### config.mk
export PLATFORM = sky130hd
export DESIGN_NAME = swd_top
export DESIGN_NICKNAME = d
export VERILOG_FILES = /design/src/verilog/swd_pkg.sv /design/src/verilog/swd_lpo_sync.sv /design/src/verilog/swd_counter.sv /design/src/verilog/swd_top.sv
export SDC_FILE = /design/constraint.sdc
export NUM_CORES = 1
export LEC_CHECK = 0
export BUFFER_PORTS_ARGS = -buffer_cell sky130_fd_sc_hd__clkbuf_2
export CORE_ASPECT_RATIO = 0.6
export CORE_MARGIN = 5
export CORE_UTILIZATION = 35
export DETAILED_ROUTE_END_ITERATION = 10
export PLACE_DENSITY = 0.71
export SETUP_SLACK_MARGIN = 0.02
export SYNTH_ARGS = -nofsm -noshare
export SYNTH_HDL_FRONTEND = slang
export SYNTH_SLANG_ARGS = --single-unit
### constraint.sdc
create_clock -name clk -period 2.35 [get_ports clk]
set_input_delay 0.235 -clock clk [delete_from_list [all_inputs] [get_ports clk]]
set_output_delay 0.235 -clock clk [all_outputs]
set_load 0.01 [all_outputs]
### src/verilog/swd_pkg.sv
// constants shared by the sanity watchdog: register map, fields, reset values and counts
// assumes a 100 MHz system clock and a word-addressed Avalon-MM register port
//
// Summary of operation
// - watchdog enabled and counting after every reset
// - writing 0x55 then 0xAA restarts timeout
// - reset cause register stays read-only on writes
// - missed service before overflow forces system reset
// - any other value written forces immediate reset
// - clock select 0 picks 1 kHz, 1 bus
// - timeout select zero disables the watchdog
// - 1 kHz overflow after 2^5, 2^8, 2^10
// - bus clock overflow after 2^13, 2^16, 2^18
// - reset defaults: 1 kHz source, longest timeout
// - windowed bus mode: service only in last quarter
// - premature windowed service write resets system immediately
// - window enable ignored with 1 kHz source
// - first write to each option word after reset locks that word
// - bus source: counter holds in stop, debug
// - 1 kHz source: counter zeroed in stop, debug
// - watchdog reset sets its own cause bit
`default_nettype none
package swd_pkg;
   // register word indices on the Avalon address port
   localparam logic [3:0] ADDR_CAUSE = 4'h0;
   localparam logic [3:0] ADDR_OPT_FIRST = 4'h1;
   localparam logic [3:0] ADDR_OPT_SECOND = 4'h2;
   localparam logic [3:0] ADDR_COUNT = 4'h3;
   // service values
   localparam logic [7:0] SERVICE_FIRST = 8'h55;
   localparam logic [7:0] SERVICE_SECOND = 8'hAA;
   // field positions
   localparam int TIMEOUT_LSB = 0;
   localparam int CLKSEL_BIT = 0;
   localparam int WINDOW_BIT = 1;
   localparam int CAUSE_POR_BIT = 7;
   localparam int CAUSE_PIN_BIT = 6;
   localparam int CAUSE_WDG_BIT = 5;
   // reset values
   localparam logic [1:0] TIMEOUT_RST = 2'h3;
   localparam logic CLKSEL_RST = 1'b0;
   localparam logic WINDOW_RST = 1'b0;
   localparam logic [7:0] CAUSE_POR_VALUE = 8'h80;
   // counter width and terminal counts (overflow count minus one)
   localparam int COUNT_WIDTH = 18;
   localparam logic [17:0] LPO_TERM_SHORT = 18'h0001F;
   localparam logic [17:0] LPO_TERM_MID = 18'h000FF;
   localparam logic [17:0] LPO_TERM_LONG = 18'h003FF;
   localparam logic [17:0] BUS_TERM_SHORT = 18'h01FFF;
   localparam logic [17:0] BUS_TERM_MID = 18'h0FFFF;
   localparam logic [17:0] BUS_TERM_LONG = 18'h3FFFF;
   // least elapsed counts before a windowed service is legal
   localparam logic [17:0] BUS_WIN_SHORT = 18'h01800;
   localparam logic [17:0] BUS_WIN_MID = 18'h0C000;
   localparam logic [17:0] BUS_WIN_LONG = 18'h30000;
   // service sequence states
   typedef enum logic [0:0] {
      SEQ_IDLE = 1'b0,
      SEQ_ARMED = 1'b1
   } swd_seq_type;
endpackage
`default_nettype wire

### src/verilog/swd_lpo_sync.sv
// synchroniser and rising-edge detector for the free 1 kHz low-power clock
// assumes the low-power clock is far slower than clk and asynchronous to it
`timescale 1ns/1ps
`default_nettype none
module swd_lpo_sync (
   input wire logic clk,
   input wire logic resetn,
   input wire logic lpo_clock,
   output logic lpo_tick
);
   logic meta;
   logic stable;
   logic last;

   // two flops before any logic, third only for the edge
   always_ff @(posedge clk or negedge resetn) begin
      if (!resetn) begin
         meta <= 1'b0;
         stable <= 1'b0;
         last <= 1'b0;
      end else begin
         meta <= lpo_clock;
         stable <= meta;
         last <= stable;
      end
   end

   // one clk pulse per low-power period
   assign lpo_tick = stable & ~last;
endmodule
`default_nettype wire

### src/verilog/swd_counter.sv
// watchdog up-counter with terminal and window compare
// assumes terminal and window_min are steady between clears
`timescale 1ns/1ps
`default_nettype none
module swd_counter #(
   parameter int WIDTH = 18
) (
   input wire logic clk,
   input wire logic resetn,
   input wire logic clear,
   input wire logic advance,
   input wire logic [WIDTH-1:0] terminal,
   input wire logic [WIDTH-1:0] window_min,
   output logic [WIDTH-1:0] count,
   output logic expired,
   output logic window_open
);
   // overflow is the advance that would pass the terminal count
   assign expired = advance & (count == terminal);
   assign window_open = (count >= window_min);

   // clear wins over advance so service and reset always restart from zero
   always_ff @(posedge clk or negedge resetn) begin
      if (!resetn) begin
         count <= '0;
      end else if (clear || expired) begin
         count <= '0;
      end else if (advance) begin
         count <= count + 1'b1;
      end
   end
endmodule
`default_nettype wire

### src/verilog/swd_top.sv
// sanity watchdog: option registers, service decode, reset request and Avalon-MM slave
// assumes system_reset is a one-cycle-or-longer pulse on clk from the reset controller,
// stop_mode and debug_mode come from clk-domain logic, lpo_clock is an asynchronous pin
//
// Local design decisions: the Avalon-MM interface to the registers and the register offsets.
`timescale 1ns/1ps
`default_nettype none
module swd_top (
   input wire logic clk,
   input wire logic resetn,
   input wire logic system_reset,
   input wire logic lpo_clock,
   input wire logic stop_mode,
   input wire logic debug_mode,
   input wire logic [3:0] avs_address,
   input wire logic avs_read,
   input wire logic avs_write,
   input wire logic [31:0] avs_writedata,
   output logic [31:0] avs_readdata,
   output logic avs_waitrequest,
   output logic watchdog_reset_req
);
   logic lpo_tick;
   logic [1:0] timeout_select;
   logic watchdog_clock_select;
   logic window_mode_enable;
   logic first_locked;
   logic second_locked;
   logic [7:0] reset_cause_register;
   logic reset_pending;
   swd_pkg::swd_seq_type seq;
   logic [17:0] terminal;
   logic [17:0] window_min;
   logic [17:0] count;
   logic expired;
   logic window_open;
   logic wr_accept;
   logic wr_cause;
   logic is_first;
   logic is_second;
   logic bad_value;
   logic enabled;
   logic windowed;
   logic premature;
   logic service_done;
   logic cfg_init;
   logic frozen;
   logic advance;
   logic clear_cnt;
   logic fire;
   logic [31:0] next_readdata;
   logic [7:0] next_cause;

   swd_lpo_sync u_sync (
      .clk(clk),
      .resetn(resetn),
      .lpo_clock(lpo_clock),
      .lpo_tick(lpo_tick)
   );

   swd_counter #(.WIDTH(swd_pkg::COUNT_WIDTH)) u_count (
      .clk(clk),
      .resetn(resetn),
      .clear(clear_cnt),
      .advance(advance),
      .terminal(terminal),
      .window_min(window_min),
      .count(count),
      .expired(expired),
      .window_open(window_open)
   );

   // a write is taken at the edge where waitrequest is seen low
   assign wr_accept = avs_write & ~avs_waitrequest;
   assign wr_cause = wr_accept & (avs_address == swd_pkg::ADDR_CAUSE);
   assign is_first = (avs_writedata[7:0] == swd_pkg::SERVICE_FIRST);
   assign is_second = (avs_writedata[7:0] == swd_pkg::SERVICE_SECOND);
   assign bad_value = wr_cause & ~is_first & ~is_second;
   assign enabled = (timeout_select != 2'h0);
   // window only exists on the bus clock source
   assign windowed = enabled & watchdog_clock_select & window_mode_enable;
   assign premature = wr_cause & (is_first | is_second) & windowed & ~window_open;
   // only an armed second value counts as service
   assign service_done = wr_cause & is_second & (seq == swd_pkg::SEQ_ARMED) & ~premature;
   assign cfg_init = wr_accept & (((avs_address == swd_pkg::ADDR_OPT_FIRST) & ~first_locked) |
                                  ((avs_address == swd_pkg::ADDR_OPT_SECOND) & ~second_locked));
   assign frozen = stop_mode | debug_mode;
   // bus source counts every clk; low-power source counts synchronised ticks
   assign advance = enabled & ~frozen & (watchdog_clock_select | lpo_tick);
   // low-power source restarts from zero after stop or debug
   assign clear_cnt = system_reset | cfg_init | service_done | ~enabled |
                      (~watchdog_clock_select & frozen);
   assign fire = expired | bad_value | premature;

   // terminal and window pick by source and timeout
   always_comb begin
      terminal = swd_pkg::LPO_TERM_LONG;
      window_min = '0;
      if (watchdog_clock_select) begin
         case (timeout_select)
            2'h1: begin
               terminal = swd_pkg::BUS_TERM_SHORT;
               window_min = swd_pkg::BUS_WIN_SHORT;
            end
            2'h2: begin
               terminal = swd_pkg::BUS_TERM_MID;
               window_min = swd_pkg::BUS_WIN_MID;
            end
            default: begin
               terminal = swd_pkg::BUS_TERM_LONG;
               window_min = swd_pkg::BUS_WIN_LONG;
            end
         endcase
      end else begin
         case (timeout_select)
            2'h1: terminal = swd_pkg::LPO_TERM_SHORT;
            2'h2: terminal = swd_pkg::LPO_TERM_MID;
            default: terminal = swd_pkg::LPO_TERM_LONG;
         endcase
      end
   end

   // write-once options; defaults come back on every system reset
   always_ff @(posedge clk or negedge resetn) begin
      if (!resetn) begin
         timeout_select <= swd_pkg::TIMEOUT_RST;
         watchdog_clock_select <= swd_pkg::CLKSEL_RST;
         window_mode_enable <= swd_pkg::WINDOW_RST;
         first_locked <= 1'b0;
         second_locked <= 1'b0;
      end else if (system_reset) begin
         timeout_select <= swd_pkg::TIMEOUT_RST;
         watchdog_clock_select <= swd_pkg::CLKSEL_RST;
         window_mode_enable <= swd_pkg::WINDOW_RST;
         first_locked <= 1'b0;
         second_locked <= 1'b0;
      end else if (wr_accept) begin
         if ((avs_address == swd_pkg::ADDR_OPT_FIRST) && !first_locked) begin
            timeout_select <= avs_writedata[swd_pkg::TIMEOUT_LSB +: 2];
            first_locked <= 1'b1;
         end
         if ((avs_address == swd_pkg::ADDR_OPT_SECOND) && !second_locked) begin
            watchdog_clock_select <= avs_writedata[swd_pkg::CLKSEL_BIT];
            window_mode_enable <= avs_writedata[swd_pkg::WINDOW_BIT];
            second_locked <= 1'b1;
         end
      end
   end

   // service sequence: first value arms, anything else disarms
   always_ff @(posedge clk or negedge resetn) begin
      if (!resetn) begin
         seq <= swd_pkg::SEQ_IDLE;
      end else if (system_reset) begin
         seq <= swd_pkg::SEQ_IDLE;
      end else if (wr_cause) begin
         if (is_first) begin
            seq <= swd_pkg::SEQ_ARMED;
         end else begin
            seq <= swd_pkg::SEQ_IDLE;
         end
      end
   end

   // reset request is a single-cycle pulse per event
   always_ff @(posedge clk or negedge resetn) begin
      if (!resetn) begin
         watchdog_reset_req <= 1'b0;
      end else begin
         watchdog_reset_req <= fire;
      end
   end

   // remembers that the coming system reset is ours; a new event wins over the clear
   always_ff @(posedge clk or negedge resetn) begin
      if (!resetn) begin
         reset_pending <= 1'b0;
      end else if (fire) begin
         reset_pending <= 1'b1;
      end else if (system_reset) begin
         reset_pending <= 1'b0;
      end
   end

   // cause bits reload only on a reset, never on a bus write
   always_comb begin
      next_cause = '0;
      next_cause[swd_pkg::CAUSE_WDG_BIT] = reset_pending | fire;
      next_cause[swd_pkg::CAUSE_PIN_BIT] = ~(reset_pending | fire);
   end

   always_ff @(posedge clk or negedge resetn) begin
      if (!resetn) begin
         reset_cause_register <= swd_pkg::CAUSE_POR_VALUE;
      end else if (system_reset) begin
         reset_cause_register <= next_cause;
      end
   end

   // read mux; unmapped words read as zero
   always_comb begin
      next_readdata = '0;
      case (avs_address)
         swd_pkg::ADDR_CAUSE: next_readdata[7:0] = reset_cause_register;
         swd_pkg::ADDR_OPT_FIRST: next_readdata[swd_pkg::TIMEOUT_LSB +: 2] = timeout_select;
         swd_pkg::ADDR_OPT_SECOND: begin
            next_readdata[swd_pkg::CLKSEL_BIT] = watchdog_clock_select;
            next_readdata[swd_pkg::WINDOW_BIT] = window_mode_enable;
         end
         swd_pkg::ADDR_COUNT: next_readdata[17:0] = count;
         default: next_readdata = '0;
      endcase
   end

   // one wait state: waitrequest drops for exactly one edge per request
   always_ff @(posedge clk or negedge resetn) begin
      if (!resetn) begin
         avs_waitrequest <= 1'b1;
      end else if ((avs_read || avs_write) && avs_waitrequest) begin
         avs_waitrequest <= 1'b0;
      end else begin
         avs_waitrequest <= 1'b1;
      end
   end

   // read data captured while the request waits, so it stands at the taking edge
   always_ff @(posedge clk or negedge resetn) begin
      if (!resetn) begin
         avs_readdata <= '0;
      end else if (avs_read && avs_waitrequest) begin
         avs_readdata <= next_readdata;
      end
   end

   chk_bad_value_reset: assert property (@(posedge clk) disable iff (!resetn)
      bad_value |=> watchdog_reset_req)
      else $error("wrong service value did not request reset");

   chk_req_one_cycle: assert property (@(posedge clk) disable iff (!resetn)
      (watchdog_reset_req && !$past(fire, 2)) |-> ##1 !watchdog_reset_req)
      else $error("reset request longer than one cycle");

   chk_cause_readonly: assert property (@(posedge clk) disable iff (!resetn)
      (wr_cause && !system_reset) |=> (reset_cause_register == $past(reset_cause_register)))
      else $error("write changed reset cause register");

   chk_service_restart: assert property (@(posedge clk) disable iff (!resetn)
      service_done |=> (count == 18'h00000))
      else $error("service pair did not restart counter");

   chk_lone_second: assert property (@(posedge clk) disable iff (!resetn)
      (wr_cause && is_second && seq == swd_pkg::SEQ_IDLE && watchdog_clock_select && enabled && !frozen
       && !system_reset && !expired && !cfg_init) |=> (count == $past(count) + 18'h00001))
      else $error("lone second value restarted counter");

   chk_window_early: assert property (@(posedge clk) disable iff (!resetn)
      (wr_cause && (is_first || is_second) && windowed && count < window_min) |=> watchdog_reset_req)
      else $error("early windowed service did not reset");

   chk_timeout_reset: assert property (@(posedge clk) disable iff (!resetn)
      (advance && count == terminal && !clear_cnt) |=> (watchdog_reset_req && count == 18'h00000))
      else $error("overflow did not request reset");

   chk_option_lock: assert property (@(posedge clk) disable iff (!resetn)
      (first_locked && !system_reset) |=> $stable(timeout_select))
      else $error("locked timeout select changed");

   chk_disabled_quiet: assert property (@(posedge clk) disable iff (!resetn)
      (timeout_select == 2'h0 && !bad_value) |=> (!watchdog_reset_req && count == 18'h00000))
      else $error("disabled watchdog still counting");

   chk_bus_hold: assert property (@(posedge clk) disable iff (!resetn)
      (watchdog_clock_select && frozen && !clear_cnt) |=> $stable(count))
      else $error("bus-clock counter moved in stop or debug");

   chk_lpo_zero: assert property (@(posedge clk) disable iff (!resetn)
      (!watchdog_clock_select && frozen) |=> (count == 18'h00000))
      else $error("low-power counter not zeroed in stop or debug");

   chk_lpo_idle: assert property (@(posedge clk) disable iff (!resetn)
      (!watchdog_clock_select && !lpo_tick && !clear_cnt) |=> $stable(count))
      else $error("low-power counter moved without a tick");

   chk_defaults: assert property (@(posedge clk) disable iff (!resetn)
      system_reset |=> (timeout_select == 2'h3 && !watchdog_clock_select && count == 18'h00000))
      else $error("reset defaults wrong");

   // defaults pick the low-power source, so counting shows on the first tick after the reset
   chk_enabled_after: assert property (@(posedge clk) disable iff (!resetn)
      (system_reset ##1 (!system_reset && !frozen && !cfg_init && lpo_tick)) |=> (count == 18'h00001))
      else $error("watchdog not counting after reset");

   chk_lpo_terms: assert property (@(posedge clk) disable iff (!resetn)
      (!watchdog_clock_select && timeout_select == 2'h1) |-> (terminal == 18'h0001F))
      else $error("wrong short low-power timeout");

   chk_bus_terms: assert property (@(posedge clk) disable iff (!resetn)
      (watchdog_clock_select && timeout_select == 2'h3) |-> (terminal == 18'h3FFFF))
      else $error("wrong long bus timeout");

   chk_window_size: assert property (@(posedge clk) disable iff (!resetn)
      (watchdog_clock_select && timeout_select == 2'h2) |-> (window_min == 18'h0C000))
      else $error("wrong mid window");

   chk_lpo_nowindow: assert property (@(posedge clk) disable iff (!resetn)
      (!watchdog_clock_select && wr_cause && is_first && !expired) |=> !watchdog_reset_req)
      else $error("window applied on low-power source");

   chk_cause_wdg: assert property (@(posedge clk) disable iff (!resetn)
      ((watchdog_reset_req && !system_reset) ##1 !system_reset ##1 system_reset)
      |=> reset_cause_register[swd_pkg::CAUSE_WDG_BIT])
      else $error("watchdog cause bit not set");
endmodule
`default_nettype wire

== After elaboration in Yosys (flattened, before gate mapping) ==
Index checks and enable logic that the tools add are counted.

* Bits in registers: 52
* Input bits: 44
* Output and inout port bits: 34
* Logic and storage cells: 117

* Add/subtract/negate cells: 1
* $lt $le $gt $ge: 1
* Equal/unequal tests: 8
* Multiplexer cells: 31
* Bitwise logic cells: 43
* Reduce and logical (&&, ||, !) cells: 18

{| class="wikitable"
|+ Operators by type and width
! kind !! count
|-
| two-way mux 18 bit || 4
|-
| one-hot mux 18 bit (2 select lines) || 2
|-
| bitwise AND 1 bit || 20
|-
| one-hot mux 10 bit (2 select lines) || 1
|-
| adder 18 x 1 -> 18 bit, second input constant || 1
|-
| == test 18 bit || 1
|-
| >= comparator 18 bit || 1
|-
| two-way mux 1 bit || 18
|-
| nonzero test 2 bit || 7
|-
| NOT 1 bit || 12
|-
| one-hot mux 6 bit (2 select lines) || 1
|-
| bitwise OR 1 bit || 11
|-
| two-way mux 10 bit || 1
|-
| == test 4 x 2 -> 1 bit, second input constant || 2
|-
| == test 8 x 7 -> 1 bit, second input constant || 1
|-
| == test 8 bit, second input constant || 1
|-
| two-way mux 2 bit || 3
|-
| one-hot mux 2 bit (3 select lines) || 1
|-
| == test 4 x 1 -> 1 bit, second input constant || 1
|-
| logical AND 1 bit || 4
|-
| logical NOT 4 bit || 1
|-
| AND reduction 2 bit || 2
|-
| == test 2 x 1 -> 1 bit, second input constant || 1
|-
| == test 2 bit, second input constant || 1
|-
| other kinds (2) || 4
|}

== Logic depth before layout (Yosys ltp) ==
* Depth in word-level cells: 13
* Mapped depth: 11
* Mapped depth without buffers: 10

== Cells and area by module ==
Synthesis repeated with hierarchy kept, for this count alone.

* Cell total of the unflattened synthesis: 357
* Area total of the unflattened synthesis: 3281.9 um2

{| class="wikitable"
|+ Modules (own cells, without submodules)
! module !! times used !! cells each !! area an instance (um2) !! sequential area each (um2)
|-
| swd_top || 1 || 180 || 1666.6 || 780.7
|-
| swd_counter || 1 || 173 || 1526.5 || 450.4
|-
| swd_lpo_sync || 1 || 4 || 88.8 || 75.1
|}

== Worst setup path after synthesis ==
OpenSTA, ideal clock, no wires.

* Kind: flip-flop to flip-flop
* Start: reg timeout_select[0]
* End: reg u_count.count[0]
* Library setup time: 0.086 ns
* Data arrival time: 2.510 ns
* Required time: 2.264 ns
* Path slack: -0.246 ns
* Stages on the path, launching flop included: 11
* Path buffers: 1
* Period minus slack after synthesis: 2.596 ns
* Path through: dfstp_2 > inv_1 > ha_1 > nand2b_1 > ha_1 > o21ai_0 > o21ai_0 > nor3b_1 > o31ai_4 > buf_4 > nor3_1

* Word-level cells in the longest chain between the ends: 13
* Elaborated cells on any way between the ends: 27
* Those cells by class: 1 x order compare; 3 x eq/ne; 6 x mux; 14 x bitwise; 3 x reduce/logical

{| class="wikitable"
|+ Ends and longest elaborated chain
! what !! RTL line !! source
|-
| start, declared || swd_top.sv:24 || <nowiki>logic [1:0] timeout_select;</nowiki>
|-
| start signal, assigned || swd_top.sv:126 || <nowiki>timeout_select <= swd_pkg::TIMEOUT_RST;</nowiki>
|-
| start signal, assigned || swd_top.sv:132 || <nowiki>timeout_select <= swd_pkg::TIMEOUT_RST;</nowiki>
|-
| start signal, assigned || swd_top.sv:139 || <nowiki>timeout_select <= avs_writedata[swd_pkg::TIMEOUT_LSB +: 2];</nowiki>
|-
| == test 2 bit / == test 2 x 1 -> 1 bit (equally long branches) || swd_top.sv:100, swd_top.sv:115 ||
|-
| one-hot mux 18 bit (2 select lines) || swd_top.sv:100 || <nowiki>case (timeout_select)</nowiki>
|-
| two-way mux 18 bit || swd_top.sv:99 || <nowiki>if (watchdog_clock_select) begin</nowiki>
|-
| >= comparator 18 bit || swd_counter.sv:20 || <nowiki>assign window_open = (count >= window_min);</nowiki>
|-
| NOT 1 bit || swd_top.sv:82 || <nowiki>assign premature = wr_cause & (is_first | is_second) & windowed & ~window_open;</nowiki>
|-
| bitwise AND 1 bit || swd_top.sv:82 ||
|-
| NOT 1 bit || swd_top.sv:84 || <nowiki>assign service_done = wr_cause & is_second & (seq == swd_pkg::SEQ_ARMED) & ~premature;</nowiki>
|-
| bitwise AND 1 bit || swd_top.sv:84 ||
|-
| bitwise OR 1 bit (3 in series) || swd_top.sv:91 || <nowiki>assign clear_cnt = system_reset | cfg_init | service_done | ~enabled |</nowiki>
|-
| logical OR 1 bit || swd_counter.sv:26 || <nowiki>end else if (clear || expired) begin</nowiki>
|-
| two-way mux 18 bit / nonzero test 2 bit (equally long branches) || n/a ||
|-
| end signal, assigned || swd_counter.sv:29 || <nowiki>count <= count + 1'b1;</nowiki>
|-
| end, declared || swd_counter.sv:14 || <nowiki>output logic [WIDTH-1:0] count,</nowiki>
|}

Several ways; a longest one is shown, not always the timed one.
A chain may end at the register's enable or synchronous reset.

== Final worst setup path ==
* Start: reg timeout_select[1]
* End: reg u_count.count[15]

The elaborated chain is that of the path after synthesis.

==> results.md <==
- Outcome: complete, but fails checks
- Failing checks: hold timing, setup timing
- Synth cell types: 55
- CP required: roughly 2.6 ns
- Critical path cell sequence: inv_4, ha_4, nand2b_4, ha_4, and4bb_1, o21ai_4, nor3b_4, o31ai_4, buf_6, buf_12, nor3_4
- EDFF count, synth: 0
- Die Span Y: 81.03 um
- Placed insts: 468
- Vias/cell: roughly 5.4
- Pre-antenna DRT Iters: 4
- Yosys top cell by area: dfrtp_1
- Fin crit period: 2.505 ns
- Crit path launch type: flop
- Final Power: between 1.5 and 2 mW
- Metal2 WL: about 3600 um
- CP arrival: roughly 2.7 ns
- Initial Util: a little over a third
- Layout Cells excl Fill: between 400 and 500
- Skew-Pair Late Insertion Delay: 0.30 ns
- Post-synthesis sequential area ratio: between 40% and 50%
- Worst Hold Slack: -0.01997 ns
- Site Rows: 25
- Most common cell after layout, fill and taps aside: dfrtp_1
- CTS clk-pin slew, worst paths: 0.07 ns
- Via count: 2579
- CP Capture Type: flop
- Syn Std Cell Area: 2943 um2
- Most frequent cells in the layout: 48 x dfrtp_1, 40 x nand2_1, 39 x clkbuf_2
- Main flop type after synthesis: dfrtp_1
- Critical Path Slowest Stage Cell: dfstp_2
- Share of the synthesized area in the top cell type: 40.82%
- I/O Pins: slightly below 80
- Vias in the first global route: ~2500
- H-tree lvl count: 2
- Routed Antenna Nets: 0
- Top Metal Used: met4
- Yosys warns: 0
- Hold Vio Cnt, Final: 25
- Final Skew: 0.006081 ns
- Slew margin rel.: 50.41%
- Number of fill cells: 722
- Hold Crit Class: in -> async
- Design area: 3897 um2
- Gr ovfl total: 0
- Area Growth Syn to Fin: 32.44%
- P per Cell Area: 478.3 nW/um2
- Pleak: 1.646 nW
- Final HPWL DP: between 5000 and 6000 um
- Max Cap Violations: 0
- WL/cell: 17.48 um
- RePlAce Congestion: 0.8351
- CORE AREA: between 8000 and 9000 um2
- Async S/R FF share, synth: between 90% and 100%
- Fin crit share: 106.6%
- Layout cell share with drive strength beyond 1: 34.76%
- Crit Path Max Fanout: 4
- Post-route setup slack: -0.1548 ns
- CTS tree: done
- Placed inst area: between 3000 and 4000 um2
- Met3 wire len: between 600 and 700 um
- Max rail drop VDD: 0.2619 mV
- Clock Path Buffers: 2
- Critical path class: reg -> reg
- Post-Route WL: 8425 um
- Largest net degree at the start of global routing: 28
- CTS Sinks: 52
- Antenna fix cells: 0
- Net count, final: around 430
- Slew Limit Fails: 0
- Num CTS Buffers: 5
- Peak Freq: 399.2 MHz
- DR iter-0 viols: 215
- Die width: 128.4 um
- Largest cells by area after synthesis: dfrtp_1 41%, nand2_1 5.2%, ha_1 5.1%
- Actual slew at the worst max-slew pin: 0.7435 ns
- Initial antenna violation count: 0
- Syn Area/Cell: 9.555 um2
- Worst path max stage delay: 0.58 ns
- Final core occ: approximately 48%
- First-pass GRT wire length: 13210 um
- Synthesized netlist cell count: about 310
- Final setup violation count: 22
- Synthesized flop and latch total: 52
- Remaining DRCs: 0
- RSZ-0062 raised after global routing: true
- PortBufs: 39
- WL met1: between 3000 and 4000 um
- GRT Total Usage: 16.42%
- Root buffer cell: clkbuf_16
- Die footprint: 10400 um2
- CP most frequent cell: ha_4
==> area by class of cell <==
cell class | count | area, um2 | share of cell area [%]
Clock buffer | 6 | 128.9 | 3.307
Inverter | 12 | 50.05 | 1.284
Sequential cell | 52 | 1306 | 33.52
Tap cell | 108 | 135.1 | 3.467
Clock inverter | 2 | 16.27 | 0.4173
Multi-Input combinational cell | 231 | 1798 | 46.13
Timing Repair Buffer | 71 | 462.9 | 11.88
==> worst max-delay path, delay by kind of cell, from the launching register on <==
| kind | cells | cell delay (ns) |
|---|---|---|
| simple gates | 4 | 0.91 |
| compound gates | 2 | 0.19 |
| flops | 1 | 0.58 |
| buf+inv | 3 | 0.34 |
| fa+ha+maj | 2 | 0.40 |
==> Yosys cell counts (3+ instances only) <==
| cell type | number |
|---|---|
| a221oi_1 | 3 |
| and3_1 | 3 |
| buf_2 | 3 |
| buf_4 | 17 |
| clkbuf_1 | 4 |
| dfrtp_1 | 48 |
| dfstp_2 | 4 |
| ha_1 | 12 |
| inv_1 | 12 |
| mux2i_1 | 4 |
| nand2_1 | 41 |
| nand3_1 | 8 |
| nand4_1 | 5 |
| nor2_1 | 26 |
| nor2b_1 | 3 |
| nor3_1 | 25 |
| nor4_1 | 4 |
| nor4_2 | 3 |
| o21ai_0 | 19 |
| o31ai_1 | 4 |
| xnor2_1 | 14 |
| xor2_1 | 3 |
==> cell families (layout without fill, tap and decap cells) <==
group                    after synthesis  in the layout  synth area share (%)
AND/OR/NAND/NOR                      138            138                 25.13
flip-flops                            52             52                 44.39
AO/OA/AOI/OAI                         44             44                 10.63
buffers and inverters                 38             91                 7.440
XOR/XNOR                              17             17                 5.060
adder cells (fa/ha/maj)               12             12                 5.102
multiplexers                           6              6                 2.126
other                                  1             14                0.1274
==> through the flow <==
step / hold slack, ns / worst slack [ns] / TNS [ns]
2_1_floorplan: -0.06059 / 0.008910 / 0
3_3_place_gp: 0.2967 / -0.1220 / -2.296
3_5_place_dp: 0.3114 / -0.1695 / -3.197
4_1_cts: 0.003026 / -0.1563 / -2.169
5_1_grt: 0.05056 / -0.2485 / -4.106
6_report: -0.01997 / -0.1548 / -1.999
==> flip-flops by register name, indices dropped and copies added, names as in the netlist <==
name                   cells
avs_readdata              18
avs_waitrequest            1
first_locked               1
reset_cause_register       3
reset_pending              1
second_locked              1
seq                        1
timeout_select             2
u_count.count             18
u_sync.last                1
u_sync.meta                1
u_sync.stable              1
watchdog_clock_select      1
watchdog_reset_req         1
window_mode_enable         1
==> per-layer routing <==
layer,up-vias,global-route usage [%]
li1,1197,-
met1,1263,23.85
met2,106,24.97
met3,13,3.285
met4,0,4.449
met5,-,0
==> worst paths after layout <==
kind	endpoint	depth (start not counted)	slack [ns]	startpoint
max	u_count.count[15]$_DFFE_PN0P_	11	-0.15	timeout_select[1]$_DFFE_PN1P_
min	avs_readdata[14]$_DFFE_PN0P_	1	-0.02	resetn
max reg2reg	u_count.count[15]$_DFFE_PN0P_	11	-0.15	timeout_select[1]$_DFFE_PN1P_
min reg2reg	u_sync.stable$_DFF_PN0_	0	0.36	u_sync.meta$_DFF_PN0_
max in group asynchronous	avs_waitrequest$_DFF_PN1_	2	1.64	resetn
min in group clk	u_sync.meta$_DFF_PN0_	1	0.05	lpo_clock
==> timing repair <==
action | CTS | global route
resized for setup | 31 | 22
endpoints found under the setup margin | 22 | 22
hold buffers | 0 | 0
gates cloned | 2 | 0
setup buffers | 7 | 2
pin swaps | 16 | 12
==> power breakdown <==
part           total (mW)  switching [mW]  leakage [nW]  internal (mW)
Sequential          0.931          0.0142         0.694          0.917
Combinational       0.184           0.118         0.885         0.0659
Clock               0.749           0.350        0.0671          0.398
Note: power is estimated with default switching activity, not from simulation.
